===== src/pkg/timer_pkg.sv =====
// Constants shared by the periodic timer core and its helper modules.
// Assumes a 32-bit APB register bus; each byte register takes one word.
package timer_pkg;

  localparam int CNT_WIDTH = 10;
  localparam int ADDR_WIDTH = 8;

  ////////////////////////////////////////////////////////////////////////
  // Register byte addresses
  localparam logic [7:0] OFF_CTRL0 = 8'h00;
  localparam logic [7:0] OFF_CTRL1 = 8'h04;
  localparam logic [7:0] OFF_CTRL2 = 8'h08;
  localparam logic [7:0] OFF_COUNT_LOW = 8'h0C;
  localparam logic [7:0] OFF_COUNT_HIGH = 8'h10;
  localparam logic [7:0] OFF_MATCH_A_LOW = 8'h14;
  localparam logic [7:0] OFF_MATCH_A_HIGH = 8'h18;
  localparam logic [7:0] OFF_MATCH_B_LOW = 8'h1C;
  localparam logic [7:0] OFF_MATCH_B_HIGH = 8'h20;
  localparam logic [7:0] OFF_PERIOD_LOW = 8'h24;
  localparam logic [7:0] OFF_PERIOD_HIGH = 8'h28;
  localparam logic [7:0] OFF_INPUT_SEL = 8'h2C;
  localparam logic [7:0] OFF_FLAGS = 8'h30;

  ////////////////////////////////////////////////////////////////////////
  // Field positions
  localparam int CTRL0_PAUSE_BIT = 7;
  localparam int CTRL0_CLK_LSB = 4;
  localparam int CTRL0_RUN_BIT = 3;
  localparam int CTRL0_IMPL_LSB = 3;
  localparam int CTRL1_MODE_LSB = 6;
  localparam int CTRL1_PIN_LSB = 4;
  localparam int CTRL1_OLC_BIT = 3;
  localparam int CTRL1_INV_BIT = 2;
  localparam int CTRL1_CAPSRC_BIT = 1;
  localparam int CTRL1_CLRSRC_BIT = 0;
  localparam int CTRL2_CAPCLR_LSB = 1;
  localparam int CTRL2_EDGE_BIT = 0;
  localparam int FLAG_P_BIT = 0;
  localparam int FLAG_A_BIT = 1;

  ////////////////////////////////////////////////////////////////////////
  // Reset values
  localparam logic [7:0] CTRL0_RESET = 8'h00;
  localparam logic [7:0] CTRL1_RESET = 8'h00;
  localparam logic [1:0] CAPCLR_RESET = 2'h0;
  localparam logic [15:0] VALUE_RESET = 16'h0000;

  ////////////////////////////////////////////////////////////////////////
  // Encodings
  localparam logic [1:0] MODE_COMPARE = 2'h0;
  localparam logic [1:0] MODE_CAPTURE = 2'h1;
  localparam logic [1:0] MODE_PWM = 2'h2;
  localparam logic [1:0] MODE_TIMER = 2'h3;
  localparam logic [2:0] CLK_SYS4 = 3'h0;
  localparam logic [2:0] CLK_SYS = 3'h1;
  localparam logic [2:0] CLK_H16 = 3'h2;
  localparam logic [2:0] CLK_H64 = 3'h3;
  localparam logic [2:0] CLK_SUB0 = 3'h4;
  localparam logic [2:0] CLK_SUB1 = 3'h5;
  localparam logic [2:0] CLK_EXT_RISE = 3'h6;
  localparam logic [2:0] CLK_EXT_FALL = 3'h7;
  localparam logic [1:0] PIN_KEEP = 2'h0;
  localparam logic [1:0] PIN_LOW = 2'h1;
  localparam logic [1:0] PIN_HIGH = 2'h2;
  localparam logic [1:0] PIN_TOGGLE = 2'h3;
  localparam logic [1:0] PWM_INACTIVE = 2'h0;
  localparam logic [1:0] PWM_ACTIVE = 2'h1;
  localparam logic [1:0] PWM_WAVE = 2'h2;
  localparam logic [1:0] PWM_SINGLE = 2'h3;
  localparam logic [1:0] CAP_RISE = 2'h0;
  localparam logic [1:0] CAP_FALL = 2'h1;
  localparam logic [1:0] CAP_BOTH = 2'h2;
  localparam logic [1:0] CAPCLR_NONE = 2'h0;
  localparam logic [1:0] CAPCLR_RISE = 2'h1;
  localparam logic [1:0] CAPCLR_FALL = 2'h2;
  localparam logic [1:0] CAPCLR_BOTH = 2'h3;

  ////////////////////////////////////////////////////////////////////////
  // Divide ratios of the internal clock taps
  localparam int DIV_SYS4 = 4;
  localparam int DIV_H16 = 16;
  localparam int DIV_H64 = 64;

endpackage


===== src/rtl/periodic_timer_core.sv =====
// Periodic timer core: counter, two comparators, capture and pin output.
// Assumes an APB master on ref_clk and pins synchronous to ref_clk.
// How it works
// - Ten-bit up-counter advanced by a selectable internal or external clock.
// - Comparators A and P compare their values with every counter bit.
// - Software changes the counter only by a rising run enable.
// - Counter clears on overflow or its comparator match, raising a flag; single pulse PWM never clears on match.
// - Pause holds the count unless a rising run or a capture edge clear zeroes it; clearing pause resumes from the held value.
// - Clock select: sys/4, sys, h/16, h/64, sub, sub, pin rise, pin fall.
// - Run enable set lets the counter run; cleared stops it.
// - Rising run clears the counter; falling run keeps the residual value.
// - Rising run returns the output to its initial level in compare mode.
// - Low three bits of control register zero read as zero.
// - Mode field: compare, capture, PWM or single pulse, timer.
// - Timer mode leaves the output pin undefined; it is released here.
// - Compare mode A match: keep, drive low, drive high, toggle.
// - PWM mode pin function: inactive, active, PWM wave, single pulse.
// - Counter pair read only; A, period and B pairs read and write.
// - Control register two and B pair exist only in instance zero.
// - Capture input chosen between external pin and internal comparator.
// - Clear source in compare and timer modes: one clears on A, zero on P or overflow.
// - Output level bit: initial level in compare, polarity in PWM.
// - Invert bit flips the output waveform, no effect in timer mode.
`timescale 1ns/100ps
`default_nettype none
module periodic_timer_core #(
  parameter int CNT_WIDTH = timer_pkg::CNT_WIDTH,
  parameter bit HAS_B = 1'b1
) (
  input wire logic ref_clk,
  input wire logic nrst,
  input wire logic clkEn,
  input wire logic psel,
  input wire logic penable,
  input wire logic pwrite,
  input wire logic [timer_pkg::ADDR_WIDTH-1:0] paddr,
  input wire logic [31:0] pwdata,
  output logic [31:0] prdata,
  output logic pready,
  output logic pslverr,
  input wire logic subClockTick,
  input wire logic extClockPin,
  input wire logic captureInput,
  input wire logic internalComparatorSignal,
  output logic timerOutputPin,
  output logic timerOutputEn,
  output logic periodMatchFlag,
  output logic aMatchFlag
);
  import timer_pkg::*;

  localparam int HI = CNT_WIDTH - 8;

  generate
    if (CNT_WIDTH < 9 || CNT_WIDTH > 16) begin : g_bad_width
      $error("periodic_timer_core needs CNT_WIDTH from 9 to 16");
    end
  endgenerate

  ////////////////////////////////////////////////////////////////////////
  // State
  logic [7:0] ctrl0_reg;
  logic [7:0] ctrl0_next;
  logic [7:0] ctrl1_reg;
  logic [1:0] capClr_reg;
  logic edgeFlag_reg;
  logic inSel_reg;
  logic [CNT_WIDTH-1:0] cnt_reg;
  logic [CNT_WIDTH-1:0] aVal_reg;
  logic [CNT_WIDTH-1:0] bVal_reg;
  logic [CNT_WIDTH-1:0] pVal_reg;
  logic runPrev_reg;
  logic extPrev_reg;
  logic capPrev_reg;
  logic pFlag_reg;
  logic aFlag_reg;
  logic outLevel_reg;
  logic pin_reg;
  logic [31:0] prdata_reg;

  ////////////////////////////////////////////////////////////////////////
  // Control fields
  logic pause;
  logic run;
  logic [2:0] clkSel;
  logic [1:0] mode;
  logic [1:0] pinFn;
  logic olc;
  logic inv;
  logic capSrc;
  logic clrSrc;

  assign pause = ctrl0_reg[CTRL0_PAUSE_BIT];
  assign clkSel = ctrl0_reg[CTRL0_CLK_LSB +: 3];
  assign run = ctrl0_reg[CTRL0_RUN_BIT];
  assign mode = ctrl1_reg[CTRL1_MODE_LSB +: 2];
  assign pinFn = ctrl1_reg[CTRL1_PIN_LSB +: 2];
  assign olc = ctrl1_reg[CTRL1_OLC_BIT];
  assign inv = ctrl1_reg[CTRL1_INV_BIT];
  assign capSrc = ctrl1_reg[CTRL1_CAPSRC_BIT];
  assign clrSrc = ctrl1_reg[CTRL1_CLRSRC_BIT];

  ////////////////////////////////////////////////////////////////////////
  // Clock source ticks
  logic tick4;
  logic tick16;
  logic tick64;
  logic srcTick;
  logic extRise;
  logic extFall;

  tick_divider #(.DIV(DIV_SYS4)) u_div4 (.ref_clk(ref_clk), .nrst(nrst), .clkEn(clkEn), .tick(tick4));
  tick_divider #(.DIV(DIV_H16)) u_div16 (.ref_clk(ref_clk), .nrst(nrst), .clkEn(clkEn), .tick(tick16));
  tick_divider #(.DIV(DIV_H64)) u_div64 (.ref_clk(ref_clk), .nrst(nrst), .clkEn(clkEn), .tick(tick64));

  assign extRise = extClockPin && !extPrev_reg;
  assign extFall = !extClockPin && extPrev_reg;

  always_comb begin
    case (clkSel)
      CLK_SYS4: srcTick = tick4;
      CLK_SYS: srcTick = 1'b1;
      CLK_H16: srcTick = tick16;
      CLK_H64: srcTick = tick64;
      CLK_SUB0, CLK_SUB1: srcTick = subClockTick;
      CLK_EXT_RISE: srcTick = extRise;
      CLK_EXT_FALL: srcTick = extFall;
      default: srcTick = 1'b0;
    endcase
  end

  ////////////////////////////////////////////////////////////////////////
  // Comparators and capture edges
  logic runRise;
  logic singlePulse;
  logic countEn;
  logic pMatch;
  logic aMatch;
  logic capSig;
  logic capRise;
  logic capFall;
  logic capActive;
  logic capRiseHit;
  logic capFallHit;
  logic useB;
  logic latchA;
  logic latchB;
  logic edgeClr;
  logic counterClear;

  assign runRise = run && !runPrev_reg;
  assign singlePulse = (mode == MODE_PWM) && (pinFn == PWM_SINGLE);
  assign countEn = clkEn && run && !pause && srcTick && !runRise;
  assign pMatch = countEn && ((pVal_reg == '0) ? (cnt_reg == '1) : (cnt_reg == pVal_reg));
  assign aMatch = countEn && (cnt_reg == aVal_reg);

  assign capSig = capSrc ? extClockPin : (inSel_reg ? internalComparatorSignal : captureInput);
  assign capRise = capSig && !capPrev_reg;
  assign capFall = !capSig && capPrev_reg;
  assign capActive = clkEn && run && (mode == MODE_CAPTURE);
  assign capRiseHit = capActive && capRise && (pinFn == CAP_RISE || pinFn == CAP_BOTH);
  assign capFallHit = capActive && capFall && (pinFn == CAP_FALL || pinFn == CAP_BOTH);
  assign useB = HAS_B && (capClr_reg != CAPCLR_NONE);
  assign latchB = capRiseHit && useB;
  assign latchA = capFallHit || (capRiseHit && !useB);
  assign edgeClr = useB && capActive && ((capClr_reg == CAPCLR_RISE && capRise)
                   || (capClr_reg == CAPCLR_FALL && capFall) || (capClr_reg == CAPCLR_BOTH && (capRise || capFall)));

  always_comb begin
    case (mode)
      MODE_CAPTURE: counterClear = pMatch || edgeClr;
      MODE_PWM: counterClear = singlePulse ? 1'b0 : pMatch;
      MODE_COMPARE, MODE_TIMER: counterClear = clrSrc ? aMatch : pMatch;
      default: counterClear = 1'b0;
    endcase
  end

  ////////////////////////////////////////////////////////////////////////
  // Counter
  always_ff @(posedge ref_clk or negedge nrst) begin
    if (!nrst) begin
      cnt_reg <= '0;
    end else if (clkEn) begin
      if (runRise) begin
        cnt_reg <= '0;
      end else if (counterClear) begin
        cnt_reg <= '0;
      end else if (countEn) begin
        cnt_reg <= cnt_reg + 1'b1;
      end
    end
  end

  always_ff @(posedge ref_clk or negedge nrst) begin
    if (!nrst) begin
      runPrev_reg <= 1'b0;
      extPrev_reg <= 1'b0;
      capPrev_reg <= 1'b0;
    end else if (clkEn) begin
      runPrev_reg <= run;
      extPrev_reg <= extClockPin;
      capPrev_reg <= capSig;
    end
  end

  ////////////////////////////////////////////////////////////////////////
  // APB decode
  logic access;
  logic wr;
  logic hit;
  logic [31:0] readMux;

  assign access = psel && penable && clkEn;
  assign wr = access && pwrite;
  assign pready = clkEn;

  always_comb begin
    case (paddr)
      OFF_CTRL0, OFF_CTRL1, OFF_COUNT_LOW, OFF_COUNT_HIGH, OFF_MATCH_A_LOW, OFF_MATCH_A_HIGH,
      OFF_PERIOD_LOW, OFF_PERIOD_HIGH, OFF_INPUT_SEL, OFF_FLAGS: hit = 1'b1;
      OFF_CTRL2, OFF_MATCH_B_LOW, OFF_MATCH_B_HIGH: hit = HAS_B;
      default: hit = 1'b0;
    endcase
  end

  assign pslverr = psel && penable && !hit;

  always_comb begin
    readMux = 32'h0000_0000;
    case (paddr)
      OFF_CTRL0: readMux[7:0] = {ctrl0_reg[7:CTRL0_IMPL_LSB], 3'h0};
      OFF_CTRL1: readMux[7:0] = ctrl1_reg;
      OFF_CTRL2: readMux[2:0] = HAS_B ? {capClr_reg, edgeFlag_reg} : 3'h0;
      OFF_COUNT_LOW: readMux[7:0] = cnt_reg[7:0];
      OFF_COUNT_HIGH: readMux[HI-1:0] = cnt_reg[CNT_WIDTH-1:8];
      OFF_MATCH_A_LOW: readMux[7:0] = aVal_reg[7:0];
      OFF_MATCH_A_HIGH: readMux[HI-1:0] = aVal_reg[CNT_WIDTH-1:8];
      OFF_MATCH_B_LOW: readMux[7:0] = HAS_B ? bVal_reg[7:0] : 8'h00;
      OFF_MATCH_B_HIGH: readMux[HI-1:0] = HAS_B ? bVal_reg[CNT_WIDTH-1:8] : '0;
      OFF_PERIOD_LOW: readMux[7:0] = pVal_reg[7:0];
      OFF_PERIOD_HIGH: readMux[HI-1:0] = pVal_reg[CNT_WIDTH-1:8];
      OFF_INPUT_SEL: readMux[0] = inSel_reg;
      OFF_FLAGS: readMux[1:0] = {aFlag_reg, pFlag_reg};
      default: readMux = 32'h0000_0000;
    endcase
  end

  always_ff @(posedge ref_clk or negedge nrst) begin
    if (!nrst) begin
      prdata_reg <= 32'h0000_0000;
    end else if (clkEn && psel && !penable && !pwrite) begin
      prdata_reg <= readMux;
    end
  end

  assign prdata = prdata_reg;

  ////////////////////////////////////////////////////////////////////////
  // Control registers
  always_comb begin
    ctrl0_next = ctrl0_reg;
    if (wr && paddr == OFF_CTRL0) begin
      ctrl0_next = {pwdata[7:CTRL0_IMPL_LSB], 3'h0};
    end else if (singlePulse && aMatch) begin
      ctrl0_next[CTRL0_RUN_BIT] = 1'b0;
    end
    if (clkEn && singlePulse && extRise) begin
      ctrl0_next[CTRL0_RUN_BIT] = 1'b1;
    end
  end

  always_ff @(posedge ref_clk or negedge nrst) begin
    if (!nrst) begin
      ctrl0_reg <= CTRL0_RESET;
    end else if (clkEn) begin
      ctrl0_reg <= ctrl0_next;
    end
  end

  always_ff @(posedge ref_clk or negedge nrst) begin
    if (!nrst) begin
      ctrl1_reg <= CTRL1_RESET;
      inSel_reg <= 1'b0;
      capClr_reg <= CAPCLR_RESET;
    end else if (wr) begin
      if (paddr == OFF_CTRL1) begin
        ctrl1_reg <= pwdata[7:0];
      end
      if (paddr == OFF_INPUT_SEL) begin
        inSel_reg <= pwdata[0];
      end
      if (HAS_B && paddr == OFF_CTRL2) begin
        capClr_reg <= pwdata[CTRL2_CAPCLR_LSB +: 2];
      end
    end
  end

  always_ff @(posedge ref_clk or negedge nrst) begin
    if (!nrst) begin
      edgeFlag_reg <= 1'b0;
    end else if (latchB) begin
      edgeFlag_reg <= 1'b1;
    end else if (latchA && useB) begin
      edgeFlag_reg <= 1'b0;
    end
  end

  ////////////////////////////////////////////////////////////////////////
  // Match values, capture wins over a write in the same cycle
  always_ff @(posedge ref_clk or negedge nrst) begin
    if (!nrst) begin
      aVal_reg <= VALUE_RESET[CNT_WIDTH-1:0];
      bVal_reg <= VALUE_RESET[CNT_WIDTH-1:0];
      pVal_reg <= VALUE_RESET[CNT_WIDTH-1:0];
    end else begin
      if (latchA) begin
        aVal_reg <= cnt_reg;
      end else if (wr && paddr == OFF_MATCH_A_LOW) begin
        aVal_reg[7:0] <= pwdata[7:0];
      end else if (wr && paddr == OFF_MATCH_A_HIGH) begin
        aVal_reg[CNT_WIDTH-1:8] <= pwdata[HI-1:0];
      end
      if (latchB) begin
        bVal_reg <= cnt_reg;
      end else if (HAS_B && wr && paddr == OFF_MATCH_B_LOW) begin
        bVal_reg[7:0] <= pwdata[7:0];
      end else if (HAS_B && wr && paddr == OFF_MATCH_B_HIGH) begin
        bVal_reg[CNT_WIDTH-1:8] <= pwdata[HI-1:0];
      end
      if (wr && paddr == OFF_PERIOD_LOW) begin
        pVal_reg[7:0] <= pwdata[7:0];
      end else if (wr && paddr == OFF_PERIOD_HIGH) begin
        pVal_reg[CNT_WIDTH-1:8] <= pwdata[HI-1:0];
      end
    end
  end

  ////////////////////////////////////////////////////////////////////////
  // Match flags, a set beats a write-one clear
  logic pSet;
  logic aSet;
  logic flagWr;

  assign pSet = pMatch;
  assign aSet = (mode == MODE_CAPTURE) ? (latchA || latchB) : aMatch;
  assign flagWr = wr && (paddr == OFF_FLAGS);

  always_ff @(posedge ref_clk or negedge nrst) begin
    if (!nrst) begin
      pFlag_reg <= 1'b0;
      aFlag_reg <= 1'b0;
    end else begin
      pFlag_reg <= pSet || (pFlag_reg && !(flagWr && pwdata[FLAG_P_BIT]));
      aFlag_reg <= aSet || (aFlag_reg && !(flagWr && pwdata[FLAG_A_BIT]));
    end
  end

  assign periodMatchFlag = pFlag_reg;
  assign aMatchFlag = aFlag_reg;

  ////////////////////////////////////////////////////////////////////////
  // Output pin
  logic level;
  logic pinNext;

  always_ff @(posedge ref_clk or negedge nrst) begin
    if (!nrst) begin
      outLevel_reg <= 1'b0;
    end else if (clkEn) begin
      if (runRise) begin
        outLevel_reg <= olc;
      end else if (aMatch && mode == MODE_COMPARE) begin
        case (pinFn)
          PIN_LOW: outLevel_reg <= 1'b0;
          PIN_HIGH: outLevel_reg <= 1'b1;
          PIN_TOGGLE: outLevel_reg <= !outLevel_reg;
          default: outLevel_reg <= outLevel_reg;
        endcase
      end
    end
  end

  always_comb begin
    case (mode)
      MODE_COMPARE: level = outLevel_reg;
      MODE_PWM: begin
        case (pinFn)
          PWM_INACTIVE: level = !olc;
          PWM_ACTIVE: level = olc;
          PWM_WAVE: level = (cnt_reg < aVal_reg) ? olc : !olc;
          PWM_SINGLE: level = run ? olc : !olc;
          default: level = 1'b0;
        endcase
      end
      default: level = 1'b0;
    endcase
  end

  assign pinNext = level ^ inv;

  always_ff @(posedge ref_clk or negedge nrst) begin
    if (!nrst) begin
      pin_reg <= 1'b0;
    end else if (clkEn) begin
      pin_reg <= pinNext;
    end
  end

  assign timerOutputPin = pin_reg;
  assign timerOutputEn = (mode == MODE_COMPARE) || (mode == MODE_PWM);

  ////////////////////////////////////////////////////////////////////////
  // Checks
  a_run_rise_clear: assert property (@(posedge ref_clk) disable iff (!nrst)
    clkEn && runRise |=> cnt_reg == '0) else $error("counter not cleared on run rise");
  a_pause_holds: assert property (@(posedge ref_clk) disable iff (!nrst)
    clkEn && pause && !runRise && !edgeClr |=> $stable(cnt_reg)) else $error("paused counter moved");
  a_off_holds: assert property (@(posedge ref_clk) disable iff (!nrst)
    !run && !edgeClr |=> $stable(cnt_reg)) else $error("stopped counter moved");
  a_count_step: assert property (@(posedge ref_clk) disable iff (!nrst)
    countEn && !counterClear |=> cnt_reg == $past(cnt_reg) + 1'b1) else $error("counter step wrong");
  a_match_clear: assert property (@(posedge ref_clk) disable iff (!nrst)
    counterClear && clkEn ##1 1'b1 |-> cnt_reg == '0 && (pFlag_reg || aFlag_reg || $past(edgeClr)))
    else $error("match did not clear counter");
  a_a_flag_set: assert property (@(posedge ref_clk) disable iff (!nrst)
    aMatch && mode != MODE_CAPTURE |=> aFlag_reg) else $error("A flag missed");
  a_ctrl0_low_zero: assert property (@(posedge ref_clk) disable iff (!nrst)
    clkEn && psel && !penable && !pwrite && paddr == OFF_CTRL0 |=> prdata[2:0] == 3'h0)
    else $error("unimplemented bits read nonzero");
  a_init_level: assert property (@(posedge ref_clk) disable iff (!nrst)
    clkEn && runRise && mode == MODE_COMPARE |=> outLevel_reg == $past(olc) ##1 timerOutputPin == ($past(olc, 2) ^ $past(inv)))
    else $error("output not returned to initial level");
  a_cmp_toggle: assert property (@(posedge ref_clk) disable iff (!nrst)
    aMatch && mode == MODE_COMPARE && pinFn == PIN_TOGGLE |=> outLevel_reg != $past(outLevel_reg))
    else $error("compare toggle missed");
  a_timer_pin_off: assert property (@(posedge ref_clk) disable iff (!nrst)
    mode == MODE_TIMER |-> !timerOutputEn) else $error("pin driven in timer mode");
  a_capture_latch: assert property (@(posedge ref_clk) disable iff (!nrst)
    latchA |=> aVal_reg == $past(cnt_reg)) else $error("capture did not latch count");
endmodule
`default_nettype wire


===== src/rtl/tick_divider.sv =====
// Divides the system clock into a one-cycle tick every DIV enabled cycles.
// Assumes clkEn freezes it together with the rest of the timer.
`timescale 1ns/100ps
`default_nettype none
module tick_divider #(
  parameter int DIV = 4
) (
  input wire logic ref_clk,
  input wire logic nrst,
  input wire logic clkEn,
  output logic tick
);
  localparam int W = $clog2(DIV);
  logic [W-1:0] cnt_reg;

  generate
    if (DIV < 2) begin : g_bad_div
      $error("tick_divider needs DIV of at least 2");
    end
  endgenerate

  always_ff @(posedge ref_clk or negedge nrst) begin
    if (!nrst) begin
      cnt_reg <= '0;
    end else if (clkEn) begin
      cnt_reg <= (cnt_reg == W'(DIV - 1)) ? '0 : cnt_reg + 1'b1;
    end
  end

  assign tick = clkEn && (cnt_reg == W'(DIV - 1));
endmodule
`default_nettype wire


===== config.mk =====
export PLATFORM = sky130hd
export DESIGN_NAME = periodic_timer_core
export DESIGN_NICKNAME = d
export VERILOG_FILES = /design/src/pkg/timer_pkg.sv /design/src/rtl/periodic_timer_core.sv /design/src/rtl/tick_divider.sv
export SDC_FILE = /design/constraint.sdc
export NUM_CORES = 1
export LEC_CHECK = 0
export BUFFER_PORTS_ARGS = -buffer_cell sky130_fd_sc_hd__buf_2
export CORE_MARGIN = 8
export CORE_UTILIZATION = 35
export CTS_BUF_LIST = sky130_fd_sc_hd__clkbuf_8
export DETAILED_ROUTE_END_ITERATION = 8
export SYNTH_ARGS = -nofsm -noshare
export SYNTH_HDL_FRONTEND = slang
export SYNTH_SLANG_ARGS = --single-unit

===== constraint.sdc =====
create_clock -name ref_clk -period 3 [get_ports ref_clk]
set_input_delay 0.15 -clock ref_clk [delete_from_list [all_inputs] [get_ports ref_clk]]
set_output_delay 0.15 -clock ref_clk [all_outputs]
set_load 0.1 [all_outputs]

==> impl_table.tex, run 1 <==
\begin{tabular}{lr}
\hline
Metric & Value \\
\hline
\multicolumn{2}{l}{\textbf{Pwr}} \\
\quad Reported leakage power & 2.802 nW \\
\quad Sw frac & 35.04\% \\
\quad Relative contribution of combinational cells to total power & 20.3\% \\
\quad Sw Pwr & 906.2 uW \\
\quad Relative contribution of the clock network to total power & 29.0\% \\
\quad Internal power & 1.680 mW \\
\quad Cell area power density & 433.2 nW/um2 \\
\quad Portion of total power attributed to sequential cells & 50.7\% \\
\quad Overall power after layout & 2.586 mW \\
\quad Worst-case vdd ir drop & 0.2472 mV \\
\multicolumn{2}{l}{\textbf{Floorplan}} \\
\quad Initial standard-cell utilization of the core & 35.65\% \\
\quad Height of the die & 140.2 um \\
\quad Site row count & 45 \\
\quad Die extent in x & 140.2 um \\
\quad I/O pin count & 88 \\
\quad Area of the die & 19660 um2 \\
\quad Core Box Area & 15150 um2 \\
\multicolumn{2}{l}{\textbf{Yosys}} \\
\quad Xor-xnor portion of the synthesized cell area & 1.622\% \\
\quad Number of distinct library cells after synthesis & 71 \\
\quad Multiplexer fraction of the synthesized cell area & 10.70\% \\
\quad Total of flip-flops plus latches after synthesis & 84 \\
\quad Adder and majority gate portion of the synthesized area & 5.792\% \\
\quad Post-synthesis sequential area ratio & 38.92\% \\
\quad Largest family of logic cells by synthesized area & compound AO/OA/AOI/OAI gates \\
\quad Synthesized-area fraction occupied by ao, oa, aoi and oai cells & 17.96\% \\
\quad Yosys warns & 0 \\
\quad Avg Inst Size Synth & 9.558 um2 \\
\quad Post-synth EDFFs & 0 \\
\quad Cell area after technology mapping & 5400 um2 \\
\quad Synth Area in Simple Gates & 16.75\% \\
\quad Synth async-reset ratio & 100.0\% \\
\quad Gate count after technology mapping & 565 \\
\quad Leading register cell type out of synthesis & dfrtp\_1 \\
\multicolumn{2}{l}{\textbf{Critical path}} \\
\quad Endpoint kind of the worst setup timing path & flip-flop \\
\quad Reg2reg setup slack & 290 ps \\
\quad Critical Setup Path Class & flip-flop to flip-flop \\
\quad Worst Path Required & 3230 ps \\
\quad Data arrival, critical path & 2940 ps \\
\quad Nature of the critical path startpoint & flip-flop \\
\quad Most frequent cell on the critical path & mux2i\_1 \\
\quad Slowest Stage Delay on Critical Path & 440 ps \\
\quad Crit path buffers/inverters & 1 \\
\quad Critical path, cell by cell & mux2i\_1, o21ai\_0, inv\_1, ha\_1, mux2i\_1, a21oi\_1, o21ai\_1, nor2\_1, a211oi\_4, o22ai\_1 \\
\quad Library cell contributing the largest single delay on the critical path & a211oi\_4 \\
\quad Maximum fanout along the worst path & 7 \\
\quad Crit path max-delay family & compound AO/OA/AOI/OAI gates \\
\multicolumn{2}{l}{\textbf{Timing}} \\
\quad Fin Hold WS & -46.25 ps \\
\quad Worst Tran Pin Value & 1092 ps \\
\quad Peak Freq & 0.3684 GHz \\
\quad PnR worst setup slack & 285.3 ps \\
\quad Headroom to the max-slew limit & 27.19\% \\
\quad Shortest period the worst path allows & 2715 ps \\
\quad Fin Clk Skew & 14.73 ps \\
\quad Number of slew-limit violations in the final report & 0 \\
\quad Final period utilization & 90.49\% \\
\quad Final Hold Viols & 32 \\
\quad Fin Setup TNS & 0 ps \\
\quad Total of endpoints with negative setup slack in the final report & 0 \\
\quad Setup repair after global routing missed its margin & no \\
\multicolumn{2}{l}{\textbf{Final layout}} \\
\quad Post-synthesis to final-layout area growth & 10.54\% \\
\quad Area of all placed cells without fillers & 5969 um2 \\
\quad Fraction of layout instances using a drive strength above 1 & 19.90\% \\
\quad Fill count & 1497 \\
\quad Net count reported at finish & 693 \\
\quad \# diodes & 0 \\
\multicolumn{2}{l}{\textbf{Detailed routing}} \\
\quad Average vias per placed instance & 5.523 \\
\quad Number of design rule violations left after detail routing & 0 \\
\quad Antenna viol nets, final & 0 \\
\quad Initial DRT Pass Iterations & 6 \\
\quad Aggregate routed wire length & 15360 um \\
\quad Wire per inst & 18.94 um \\
\quad Total vias in the final route & 4479 \\
\quad Violation count after the first detailed-route iteration & 348 \\
\multicolumn{2}{l}{\textbf{Global routing}} \\
\quad Initial antenna violation count & 1 \\
\quad Grt total ovfl & 0 \\
\quad Global Route Usage Sum & 15.64\% \\
\quad Global-route wire length before repair & 24470 um \\
\quad Number of global-route vias before repair & 4419 \\
\quad Pin count of the biggest net entering global routing & 85 \\
\multicolumn{2}{l}{\textbf{Job}} \\
\quad Max-cap violations & 0 \\
\multicolumn{2}{l}{\textbf{Clocking}} \\
\quad TritonCTS clock tree & built \\
\quad Clock latency of the later-clocked register in the worst-skew pair & 370 ps \\
\quad Clock-pin transition on the worst setup and hold timing paths & 90 ps \\
\quad Quantity of hold-fixing buffers added after cts & 0 \\
\quad CTS Buf Count & 9 \\
\quad CTS Sinks & 84 \\
\quad CTS root buffer & clkbuf\_8 \\
\quad Number of buffers on the longest clock path & 2 \\
\quad Deepest level of the CTS H-tree & 3 \\
\multicolumn{2}{l}{\textbf{Run status}} \\
\quad Violations in the final reports & hold timing \\
\quad Run status & complete, but fails checks \\
\multicolumn{2}{l}{\textbf{Place}} \\
\quad Port buffer count & 39 \\
\quad DP HPWL & 11660 um \\
\quad Placement-stage cell area & 5793 um2 \\
\quad Setup slack after placement & 80.28 ps \\
\quad Final RePlAce weighted congestion & 0.9237 \\
\multicolumn{2}{l}{\textbf{Min path}} \\
\quad Hold crit path type & input port to async pin \\
\hline
\end{tabular}
## power groups by stage
| stage | sequential (mW) | combinational [mW] | clock, mW |
|---|---|---|---|
| 6_report | 1.31 | 0.526 | 0.750 |
| 5_1_grt | 1.32 | 0.575 | 0.815 |
| 4_1_cts | 1.31 | 0.530 | 0.768 |
| 3_5_place_dp | 1.33 | 0.529 | 0 |
| 3_3_place_gp | 1.33 | 0.511 | 0 |
| 2_1_floorplan | 1.36 | 0.392 | 0 |
## logic make-up after synthesis
kind of cell / count (synthesis)
adders and majority gates: 25
xor gates and xnor gates: 10
muxes: 54
and+or+nand+nor: 178
other: 1
DFF: 84
buffers and inverters: 78
AOI/OAI and AO/OA: 135
## worst paths after layout
kind | end | depth (start not counted) | start
min reg2reg | u_div64.cnt_reg[4] | 1 | u_div64.cnt_reg[4]
max in group asynchronous | ctrl0_reg[7] | 1 | nrst
max | cnt_reg[8] | 10 | inSel_reg
max reg2reg | cnt_reg[8] | 10 | inSel_reg
min in group ref_clk | pVal_reg[6] | 2 | pwdata[6]
min | periodMatchFlag | 1 | nrst
## cell usage after synthesis (3+ instances only)
library cell  instances  area (um2)
clkbuf_1             11       41.29
nand3_1              15       75.07
a21o_1                5       37.54
inv_1                32       120.1
a31oi_1               3       18.77
o21ai_0              28       140.1
nand2_1              60       225.2
buf_6                 3       33.78
a21oi_1              21       105.1
o2111ai_1             3       26.28
ha_1                 25       312.8
xnor2_1               7       61.31
a22o_1                6       52.55
or2_0                 4       25.02
a221oi_1              4       35.03
mux2_2               30       337.8
nor2b_1               4       25.02
nand3b_1              5       37.54
or2b_1                3       22.52
nor3_1                4       20.02
and3_1                6       37.54
nor2_1               40       150.1
o21ai_1               6       30.03
buf_4                25       187.7
xor2_1                3       26.28
o22ai_1              11       68.82
dfrtp_1              84        2102
a22oi_1              19       142.6
nand4_1               9       56.30
mux2i_1              24       240.2
nand2b_1              5       31.28
a32o_1                3       30.03
nor4_1                5       31.28
and4_1                3       26.28
or3_1                 3       18.77
## final cells by class
cell class | instances | area, um2 | area share, %
Clock buffer | 9 | 123.9 | 2.075
Tap cell | 188 | 235.2 | 3.940
Timing Repair Buffer | 65 | 392.9 | 6.581
Inverter | 32 | 120.1 | 2.012
Clock inverter | 7 | 52.55 | 0.8803
Multi-Input combinational cell | 426 | 2943 | 49.30
Sequential cell | 84 | 2102 | 35.21
## cells in the final DEF, fill, tap and decap left out, types with 3 or more instances in the layout
cell type   instances
buf_2              38
buf_4              27
ha_1               25
or2_0               4
mux2i_1            24
a32o_1              3
clkinvlp_4          3
and4_1              3
or3_1               3
dfrtp_1            84
inv_1              33
conb_1             24
nand2b_1            5
o21ai_0            27
a221oi_1            4
nand2_1            60
and3_1              6
o22ai_1            11
xnor2_1             7
xor2_1              3
nand3b_1            5
o21ai_1             7
nor4_1              5
a21oi_1            21
mux2_2             30
nor2_1             40
a22o_1              6
a31oi_1             3
nand4_1             9
clkbuf_8            9
a21o_1              5
or2b_1              3
o2111ai_1           3
nor3_1              4
nor2b_1             4
nand3_1            15
a22oi_1            19
## layer usage
metal  vias to the layer above  routed length (um)  global-route usage (%)
met5                         -                  10                       0
met1                      2153                6863                   19.92
li1                       2111                   -                       -
met4                         2                 278                   4.629
met2                       185                6947                   25.10
met3                        28                1261                   4.587
## stage by stage
step	utilization, %	instances
floorplan	-	588
CTS	39.41	811
detailed placement	38.25	795
global placement	38.25	795
global route	39.41	811
finish	39.41	811
## repair_timing
item                       4_1_cts  5_1_grt
resized for setup                0        1
setup endpoints to repair        0        7
buffers inserted                 0        0
Power figures use the tool's default switching activity.
==> run 2: changes to the inputs <==
==> constraint.sdc (replaced) <==
create_clock -name ref_clk -period 2.2 [get_ports ref_clk]
set_input_delay 0.11 -clock ref_clk [delete_from_list [all_inputs] [get_ports ref_clk]]
set_output_delay 0.11 -clock ref_clk [all_outputs]
set_load 0.1 [all_outputs]
==> run 2 against run 1 <==
Effect of this change:
- the run ends with setup timing left
- sequential cell count is the same
- final area is 15% higher
- sequential power increased by 35%
- utilization increased by 6.0 points
- via count increased by 7.4%
- global-route usage grew 1.7 points
- clock power rose by 65%
- clock-buffer cell count unchanged
- critical endpoint is now cnt_reg[7]
==> impl_table.tex, run 2 (synthesized netlist as in run 1, its figures left out) <==
\begin{tabular}{lr}
\hline
Metric & Value \\
\hline
\multicolumn{2}{l}{\textbf{Timing}} \\
\quad Final Hold Viols & 0 (was 32) \\
\quad Total of endpoints with negative setup slack in the final report & 8 (was 0) \\
\quad Setup repair after global routing missed its margin & yes (was no) \\
\quad Number of slew-limit violations in the final report & 0 (unchanged) \\
\quad Shortest period the worst path allows & 2331 ps (was 2715 ps) \\
\quad Headroom to the max-slew limit & 60.18\% (was 27.19\%) \\
\quad Peak Freq & 0.4289 GHz (was 0.3684 GHz) \\
\quad Fin Clk Skew & 19.67 ps (was 14.73 ps) \\
\quad Final period utilization & 106.0\% (was 90.49\%) \\
\quad Worst Tran Pin Value & 597.2 ps (was 1092 ps) \\
\quad PnR worst setup slack & -131.3 ps (was 285.3 ps) \\
\multicolumn{2}{l}{\textbf{Final layout}} \\
\quad Highest-count cells in the layout ignoring fill and taps & buf\_4 (96), dfrtp\_1 (84), nand2\_1 (59) (was dfrtp\_1 (84), nand2\_1 (60), nor2\_1 (40)) \\
\quad Most frequent standard cell in the layout excluding fill and tap cells & buf\_4 (was dfrtp\_1) \\
\quad Fraction of layout instances using a drive strength above 1 & 32.62\% (was 19.90\%) \\
\quad Post-synthesis to final-layout area growth & 27.48\% (was 10.54\%) \\
\quad Fill count & 1420 (was 1497) \\
\quad \# diodes & 0 (unchanged) \\
\quad Area of all placed cells without fillers & 6884 um2 (was 5969 um2) \\
\quad Final cell count without fillers & 887 (was 811) \\
\quad Net count reported at finish & 769 (was 693) \\
\multicolumn{2}{l}{\textbf{Clocking}} \\
\quad CTS root buffer & clkbuf\_8 (unchanged) \\
\quad Clock-pin transition on the worst setup and hold timing paths & 80 ps (was 90 ps) \\
\quad Deepest level of the CTS H-tree & 3 (unchanged) \\
\quad CTS Sinks & 84 (unchanged) \\
\quad TritonCTS clock tree & built (unchanged) \\
\quad Number of buffers on the longest clock path & 2 (unchanged) \\
\quad CTS Buf Count & 9 (unchanged) \\
\quad Clock latency of the later-clocked register in the worst-skew pair & 390 ps (was 370 ps) \\
\multicolumn{2}{l}{\textbf{Critical path}} \\
\quad Reg-to-Reg Start & ctrl1\_reg[6] (was inSel\_reg) \\
\quad Critical R2R Capture & cnt\_reg[7] (was cnt\_reg[8]) \\
\quad Worst Setup EP & cnt\_reg[7] (was cnt\_reg[8]) \\
\quad Reg2reg setup slack & -130 ps (was 290 ps) \\
\quad Data arrival, critical path & 2630 ps (was 2940 ps) \\
\quad Nature of the critical path startpoint & flip-flop (unchanged) \\
\quad Worst reg2reg path depth & 10 (unchanged) \\
\quad Maximum fanout along the worst path & 7 (unchanged) \\
\quad Worst Path Required & 2500 ps (was 3230 ps) \\
\quad Endpoint kind of the worst setup timing path & flip-flop (unchanged) \\
\quad Startpoint of the worst setup timing path & ctrl1\_reg[6] (was inSel\_reg) \\
\quad Critical Setup Path Class & flip-flop to flip-flop (unchanged) \\
\multicolumn{2}{l}{\textbf{Detailed routing}} \\
\quad Wire per inst & 19.03 um (was 18.94 um) \\
\quad Aggregate routed wire length & 16880 um (was 15360 um) \\
\quad Average vias per placed instance & 5.424 (was 5.523) \\
\quad Initial DRT Pass Iterations & 6 (unchanged) \\
\quad Antenna viol nets, final & 0 (unchanged) \\
\quad Number of design rule violations left after detail routing & 0 (unchanged) \\
\quad Total vias in the final route & 4811 (was 4479) \\
\quad Violation count after the first detailed-route iteration & 418 (was 348) \\
\multicolumn{2}{l}{\textbf{Floorplan}} \\
\quad Initial standard-cell utilization of the core & 35.65\% (unchanged) \\
\quad Height of the die & 140.2 um (unchanged) \\
\quad I/O pin count & 88 (unchanged) \\
\quad Area of the die & 19660 um2 (unchanged) \\
\quad Site row count & 45 (unchanged) \\
\quad Die extent in x & 140.2 um (unchanged) \\
\quad Core Box Area & 15150 um2 (unchanged) \\
\multicolumn{2}{l}{\textbf{Place}} \\
\quad Port buffer count & 39 (unchanged) \\
\quad Placement-stage cell area & 6324 um2 (was 5793 um2) \\
\quad DP HPWL & 12740 um (was 11660 um) \\
\quad Final RePlAce weighted congestion & 0.9228 (was 0.9237) \\
\quad Cell count after placement & 859 (was 795) \\
\multicolumn{2}{l}{\textbf{Pwr}} \\
\quad Reported leakage power & 3.258 nW (was 2.802 nW) \\
\quad Worst-case vdd ir drop & 0.4408 mV (was 0.2472 mV) \\
\quad Overall power after layout & 3.967 mW (was 2.586 mW) \\
\quad Cell area power density & 576.2 nW/um2 (was 433.2 nW/um2) \\
\multicolumn{2}{l}{\textbf{Job}} \\
\quad Max-cap violations & 0 (unchanged) \\
\multicolumn{2}{l}{\textbf{Run status}} \\
\quad Run status & complete, but fails checks (unchanged) \\
\quad Violations in the final reports & setup timing (was hold timing) \\
\multicolumn{2}{l}{\textbf{Global routing}} \\
\quad Grt total ovfl & 0 (unchanged) \\
\quad Number of global-route vias before repair & 4945 (was 4419) \\
\quad Global-route wire length before repair & 26920 um (was 24470 um) \\
\quad Initial antenna violation count & 0 (was 1) \\
\quad Global Route Usage Sum & 17.30\% (was 15.64\%) \\
\quad Pin count of the biggest net entering global routing & 45 (was 85) \\
\multicolumn{2}{l}{\textbf{Min path}} \\
\quad Hold crit path type & input port to flip-flop (was input port to async pin) \\
\hline
\end{tabular}
## run 2: changes by cell type in the layout (fill, tap and decap cells not counted), sizes merged
cell / delta
inv: -1
dlygate4sd3: +1
bufinv: +2
buf: +75
clkinvlp: -1
## run 2: worst min path at each step
stage,from,end,cells after the start
global placement,nrst,prdata[2],1
finish,extClockPin,extPrev_reg,2
floorplan,nrst,aMatchFlag,0
detailed placement,nrst,bVal_reg[8],1
CTS,extClockPin,extPrev_reg,2
global route,pwdata[7],pVal_reg[7],2
## run 2: stage by stage
step	hold slack (ps)	setup slack [ps]	util [%]	TNS (ps)
4_1_cts	31.67	-59.30	44.28	-375.7
5_1_grt	38.01	-246.5	45.45	-2004
2_1_floorplan	-185.6	2.074	-	0
3_5_place_dp	162.9	-222.8	41.75	-1978
3_3_place_gp	152.6	-261.6	41.75	-2263
6_report	43.32	-131.3	45.45	-851.6
## run 2: metal layers
layer  vias to the layer above  part of all wire (%)  global-route usage, %
li1                       2258                     -                      -
met1                      2334                    42                  21.14
met2                       190                    47                  28.32
met3                        29                   9.1                  5.471
met4                         0                   2.2                  5.714
met5                         -                     0                      0
## run 2: critical path, stage by stage (launching register included)
cell and delay (ps):
dfrtp_1 420, inv_1 80, buf_4 130, ha_1 250
inv_1 70, o22ai_1 90, nor2_1 470, nor3b_2 370
a211oi_4 50, buf_6 150, o22ai_1 160
## run 2: cell type report
cell class / instances / area, um2 / area share [%]
flip-flops and latches: 84 / 2102 / 30.53
well taps: 188 / 235.2 / 3.417
inverters: 32 / 120.1 / 1.745
multi-input cells: 426 / 3204 / 46.55
clock inverters: 7 / 92.59 / 1.345
repair buffers: 141 / 1006 / 14.61
clock buffers: 9 / 123.9 / 1.799
## run 2: repair_timing
| item | in CTS | in global routing |
|---|---|---|
| endpoints found under the setup margin | 10 | 12 |
| endpoints found under the hold margin | 40 | 0 |
| buffers inserted | 5 | 7 |
| pin swaps | 15 | 19 |
| resized for setup | 25 | 23 |
| hold buffers | 1 | 0 |
## run 2: where the power goes
| part | leakage [nW] | total (mW) | switching [mW] | internal (mW) |
|---|---|---|---|---|
| sequential | 1.13 | 1.77 | 0.0941 | 1.67 |
| combinational | 2.02 | 0.960 | 0.612 | 0.349 |
| clock | 0.107 | 1.24 | 0.604 | 0.635 |
| total | 3.26 | 3.97 | 1.31 | 2.66 |
==> run 3: changes to the inputs <==
--- a/config.mk
+++ b/config.mk
@@ -6,10 +6,12 @@
 export NUM_CORES = 1
 export LEC_CHECK = 0
 export BUFFER_PORTS_ARGS = -buffer_cell sky130_fd_sc_hd__buf_2
+export CAP_MARGIN = 20
 export CORE_MARGIN = 8
 export CORE_UTILIZATION = 35
 export CTS_BUF_LIST = sky130_fd_sc_hd__clkbuf_8
 export DETAILED_ROUTE_END_ITERATION = 8
+export RECOVER_POWER = 100
 export SYNTH_ARGS = -nofsm -noshare
 export SYNTH_HDL_FRONTEND = slang
 export SYNTH_SLANG_ARGS = --single-unit
==> run 3 against run 2 <==
Effect of this change:
- the flow still finishes with violations (setup timing)
- sequential cell count unchanged
- sequential share of layout area increased by 0.42 points
- sequential power about the same
- clock power about the same
- fmax decreased by 0.34%
- die area unchanged
- highest routed layer unchanged
- via count decreased by 0.54%
- cell count unchanged
==> impl_table.tex, run 3 (synthesized netlist as in run 1, its figures left out) <==
\begin{tabular}{lr}
\hline
Metric & Value \\
\hline
\multicolumn{2}{l}{\textbf{Timing}} \\
\quad Headroom to the max-slew limit & 19.13\% (was 60.18\%) \\
\quad Fin Setup TNS & -995.8 ps (was -851.6 ps) \\
\quad Worst Tran Pin Value & 1218 ps (was 597.2 ps) \\
\quad Total of endpoints with negative setup slack in the final report & 10 (was 8) \\
\quad Setup repair after global routing missed its margin & yes (unchanged) \\
\quad Fin Clk Skew & 21.80 ps (was 19.67 ps) \\
\quad Number of slew-limit violations in the final report & 0 (unchanged) \\
\quad Final period utilization & 106.3\% (was 106.0\%) \\
\quad Shortest period the worst path allows & 2339 ps (was 2331 ps) \\
\quad Final Hold Viols & 0 (unchanged) \\
\quad Peak Freq & 0.4275 GHz (was 0.4289 GHz) \\
\quad Fin Hold WS & 50.03 ps (was 43.32 ps) \\
\quad PnR worst setup slack & -139.4 ps (was -131.3 ps) \\
\multicolumn{2}{l}{\textbf{Critical path}} \\
\quad Critical Setup Path Class & flip-flop to flip-flop (unchanged) \\
\quad Endpoint kind of the worst setup timing path & flip-flop (unchanged) \\
\quad Reg2reg setup slack & -140 ps (was -130 ps) \\
\quad Worst Path Required & 2510 ps (was 2500 ps) \\
\quad Data arrival, critical path & 2650 ps (was 2630 ps) \\
\quad Nature of the critical path startpoint & flip-flop (unchanged) \\
\quad Worst reg2reg path depth & 10 (unchanged) \\
\quad Reg-to-Reg Start & ctrl1\_reg[6] (unchanged) \\
\quad Critical R2R Capture & cnt\_reg[6] (was cnt\_reg[7]) \\
\quad Maximum fanout along the worst path & 7 (unchanged) \\
\multicolumn{2}{l}{\textbf{Min path}} \\
\quad Startpoint of the most critical hold path & extClockPin (unchanged) \\
\quad Hold crit path type & input port to flip-flop (unchanged) \\
\quad Worst Hold End & extPrev\_reg (unchanged) \\
\quad Number of stages on the worst hold path & 2 (unchanged) \\
\multicolumn{2}{l}{\textbf{Pwr}} \\
\quad Overall power after layout & 3.944 mW (was 3.967 mW) \\
\quad Cell area power density & 580.8 nW/um2 (was 576.2 nW/um2) \\
\quad Worst-case vdd ir drop & 0.4397 mV (was 0.4408 mV) \\
\quad Reported leakage power & 3.164 nW (was 3.258 nW) \\
\multicolumn{2}{l}{\textbf{Clocking}} \\
\quad CTS root buffer & clkbuf\_8 (unchanged) \\
\quad Number of buffers on the longest clock path & 2 (unchanged) \\
\quad Deepest level of the CTS H-tree & 3 (unchanged) \\
\quad Clock latency of the later-clocked register in the worst-skew pair & 390 ps (about the same) \\
\quad CTS Buf Count & 9 (unchanged) \\
\quad CTS Sinks & 84 (unchanged) \\
\quad TritonCTS clock tree & built (unchanged) \\
\quad Clock-pin transition on the worst setup and hold timing paths & 90 ps (was 80 ps) \\
\multicolumn{2}{l}{\textbf{Detailed routing}} \\
\quad M1 WL & 7195 um (was 7099 um) \\
\quad Met3 wire length & 1372 um (was 1533 um) \\
\quad Total vias in the final route & 4785 (was 4811) \\
\quad Aggregate routed wire length & 16820 um (was 16880 um) \\
\quad Number of design rule violations left after detail routing & 0 (unchanged) \\
\quad Wire per inst & 18.96 um (was 19.03 um) \\
\quad Top layer used by detailed routing & met4 (unchanged) \\
\quad Violation count after the first detailed-route iteration & 395 (was 418) \\
\quad DR WL met2 & 7872 um (was 7882 um) \\
\quad Antenna viol nets, final & 0 (unchanged) \\
\quad Average vias per placed instance & 5.395 (was 5.424) \\
\quad Initial DRT Pass Iterations & 5 (was 6) \\
\multicolumn{2}{l}{\textbf{Global routing}} \\
\quad Grt total ovfl & 0 (unchanged) \\
\quad Initial antenna violation count & 0 (unchanged) \\
\quad Number of global-route vias before repair & 4945 (unchanged) \\
\quad Pin count of the biggest net entering global routing & 45 (unchanged) \\
\quad Global-route wire length before repair & 26920 um (unchanged) \\
\quad Global Route Usage Sum & 17.30\% (unchanged) \\
\multicolumn{2}{l}{\textbf{Floorplan}} \\
\quad Site row count & 45 (unchanged) \\
\quad Initial standard-cell utilization of the core & 35.65\% (unchanged) \\
\quad I/O pin count & 88 (unchanged) \\
\quad Die extent in x & 140.2 um (unchanged) \\
\quad Area of the die & 19660 um2 (unchanged) \\
\quad Height of the die & 140.2 um (unchanged) \\
\quad Core Box Area & 15150 um2 (unchanged) \\
\multicolumn{2}{l}{\textbf{Final layout}} \\
\quad \# diodes & 0 (unchanged) \\
\quad Area of the multi-input gates & 3189 um2 (was 3204 um2) \\
\quad Most frequent standard cell in the layout excluding fill and tap cells & buf\_4 (unchanged) \\
\quad Fill count & 1449 (was 1420) \\
\quad Area of all placed cells without fillers & 6790 um2 (was 6884 um2) \\
\quad Post-synthesis to final-layout area growth & 25.74\% (was 27.48\%) \\
\quad Fraction of layout instances using a drive strength above 1 & 29.33\% (was 32.62\%) \\
\quad Net count reported at finish & 769 (unchanged) \\
\quad Reg area & 2102 um2 (unchanged) \\
\quad Highest-count cells in the layout ignoring fill and taps & buf\_4 (86), dfrtp\_1 (84), nand2\_1 (59) (was buf\_4 (96), dfrtp\_1 (84), nand2\_1 (59)) \\
\multicolumn{2}{l}{\textbf{Run status}} \\
\quad Violations in the final reports & setup timing (unchanged) \\
\quad Run status & complete, but fails checks (unchanged) \\
\multicolumn{2}{l}{\textbf{Place}} \\
\quad Setup slack after placement & -222.8 ps (unchanged) \\
\quad Placement-stage cell area & 6324 um2 (unchanged) \\
\quad Final RePlAce weighted congestion & 0.9228 (unchanged) \\
\quad Port buffer count & 39 (unchanged) \\
\quad DP HPWL & 12740 um (unchanged) \\
\multicolumn{2}{l}{\textbf{Job}} \\
\quad Max-cap violations & 0 (unchanged) \\
\hline
\end{tabular}
[run 3: power by group]
part           total, mW  switching (mW)  internal, mW
Sequential          1.77          0.0936          1.67
Clock               1.24           0.610         0.635
Combinational      0.932           0.610         0.321
Total               3.94            1.31          2.63
[run 3: how the worst max path moves through the flow]
stage | start | depth (start not counted) | slack (ps) | to
floorplan | u_div64.cnt_reg[0] | 8 | 2 | cnt_reg[5]
global placement | pVal_reg[1] | 8 | -260 | cnt_reg[5]
detailed placement | pVal_reg[1] | 8 | -220 | cnt_reg[6]
CTS | inSel_reg | 11 | -60 | cnt_reg[6]
global route | cnt_reg[3] | 9 | -250 | cnt_reg[6]
finish | ctrl1_reg[6] | 10 | -140 | cnt_reg[6]
[run 3: critical path, cell delays in order, from the launching register on]
cell and delay (ps):
dfrtp_1 420, inv_1 80, buf_4 130, ha_1 250, inv_1 70, o22ai_1 80
nor2_1 470, nor3b_2 370, a211oi_4 50, buf_6 150, o22ai_1 170
[run 3: stage by stage]
stage	util [%]	cells
6_report	44.83	887
5_1_grt	44.83	887
4_1_cts	44.28	881
3_5_place_dp	41.75	859
3_3_place_gp	41.75	859
2_1_floorplan	-	588
[run 3: final cells by class]
| type | count | share of cell area [%] |
|---|---|---|
| clock inverters | 7 | 1.364 |
| multi-input cells | 426 | 46.97 |
| flip-flops and latches | 84 | 30.96 |
| inverters | 32 | 1.769 |
| well taps | 188 | 3.464 |
| clock buffers | 9 | 1.824 |
| repair buffers | 141 | 13.65 |
[run 3: repair_timing]
item | CTS | global route
endpoints found under the hold margin | 40 | 0
pin swaps | 15 | 19
gates resized for setup | 25 | 23
setup buffers | 5 | 7
endpoints found under the setup margin | 10 | 12
hold buffers | 1 | 0
[run 3: layer usage]
metal,vias up,global-route usage (%)
li1,2265,-
met1,2315,21.14
met2,170,28.32
met3,35,5.471
met4,0,5.714
met5,-,0
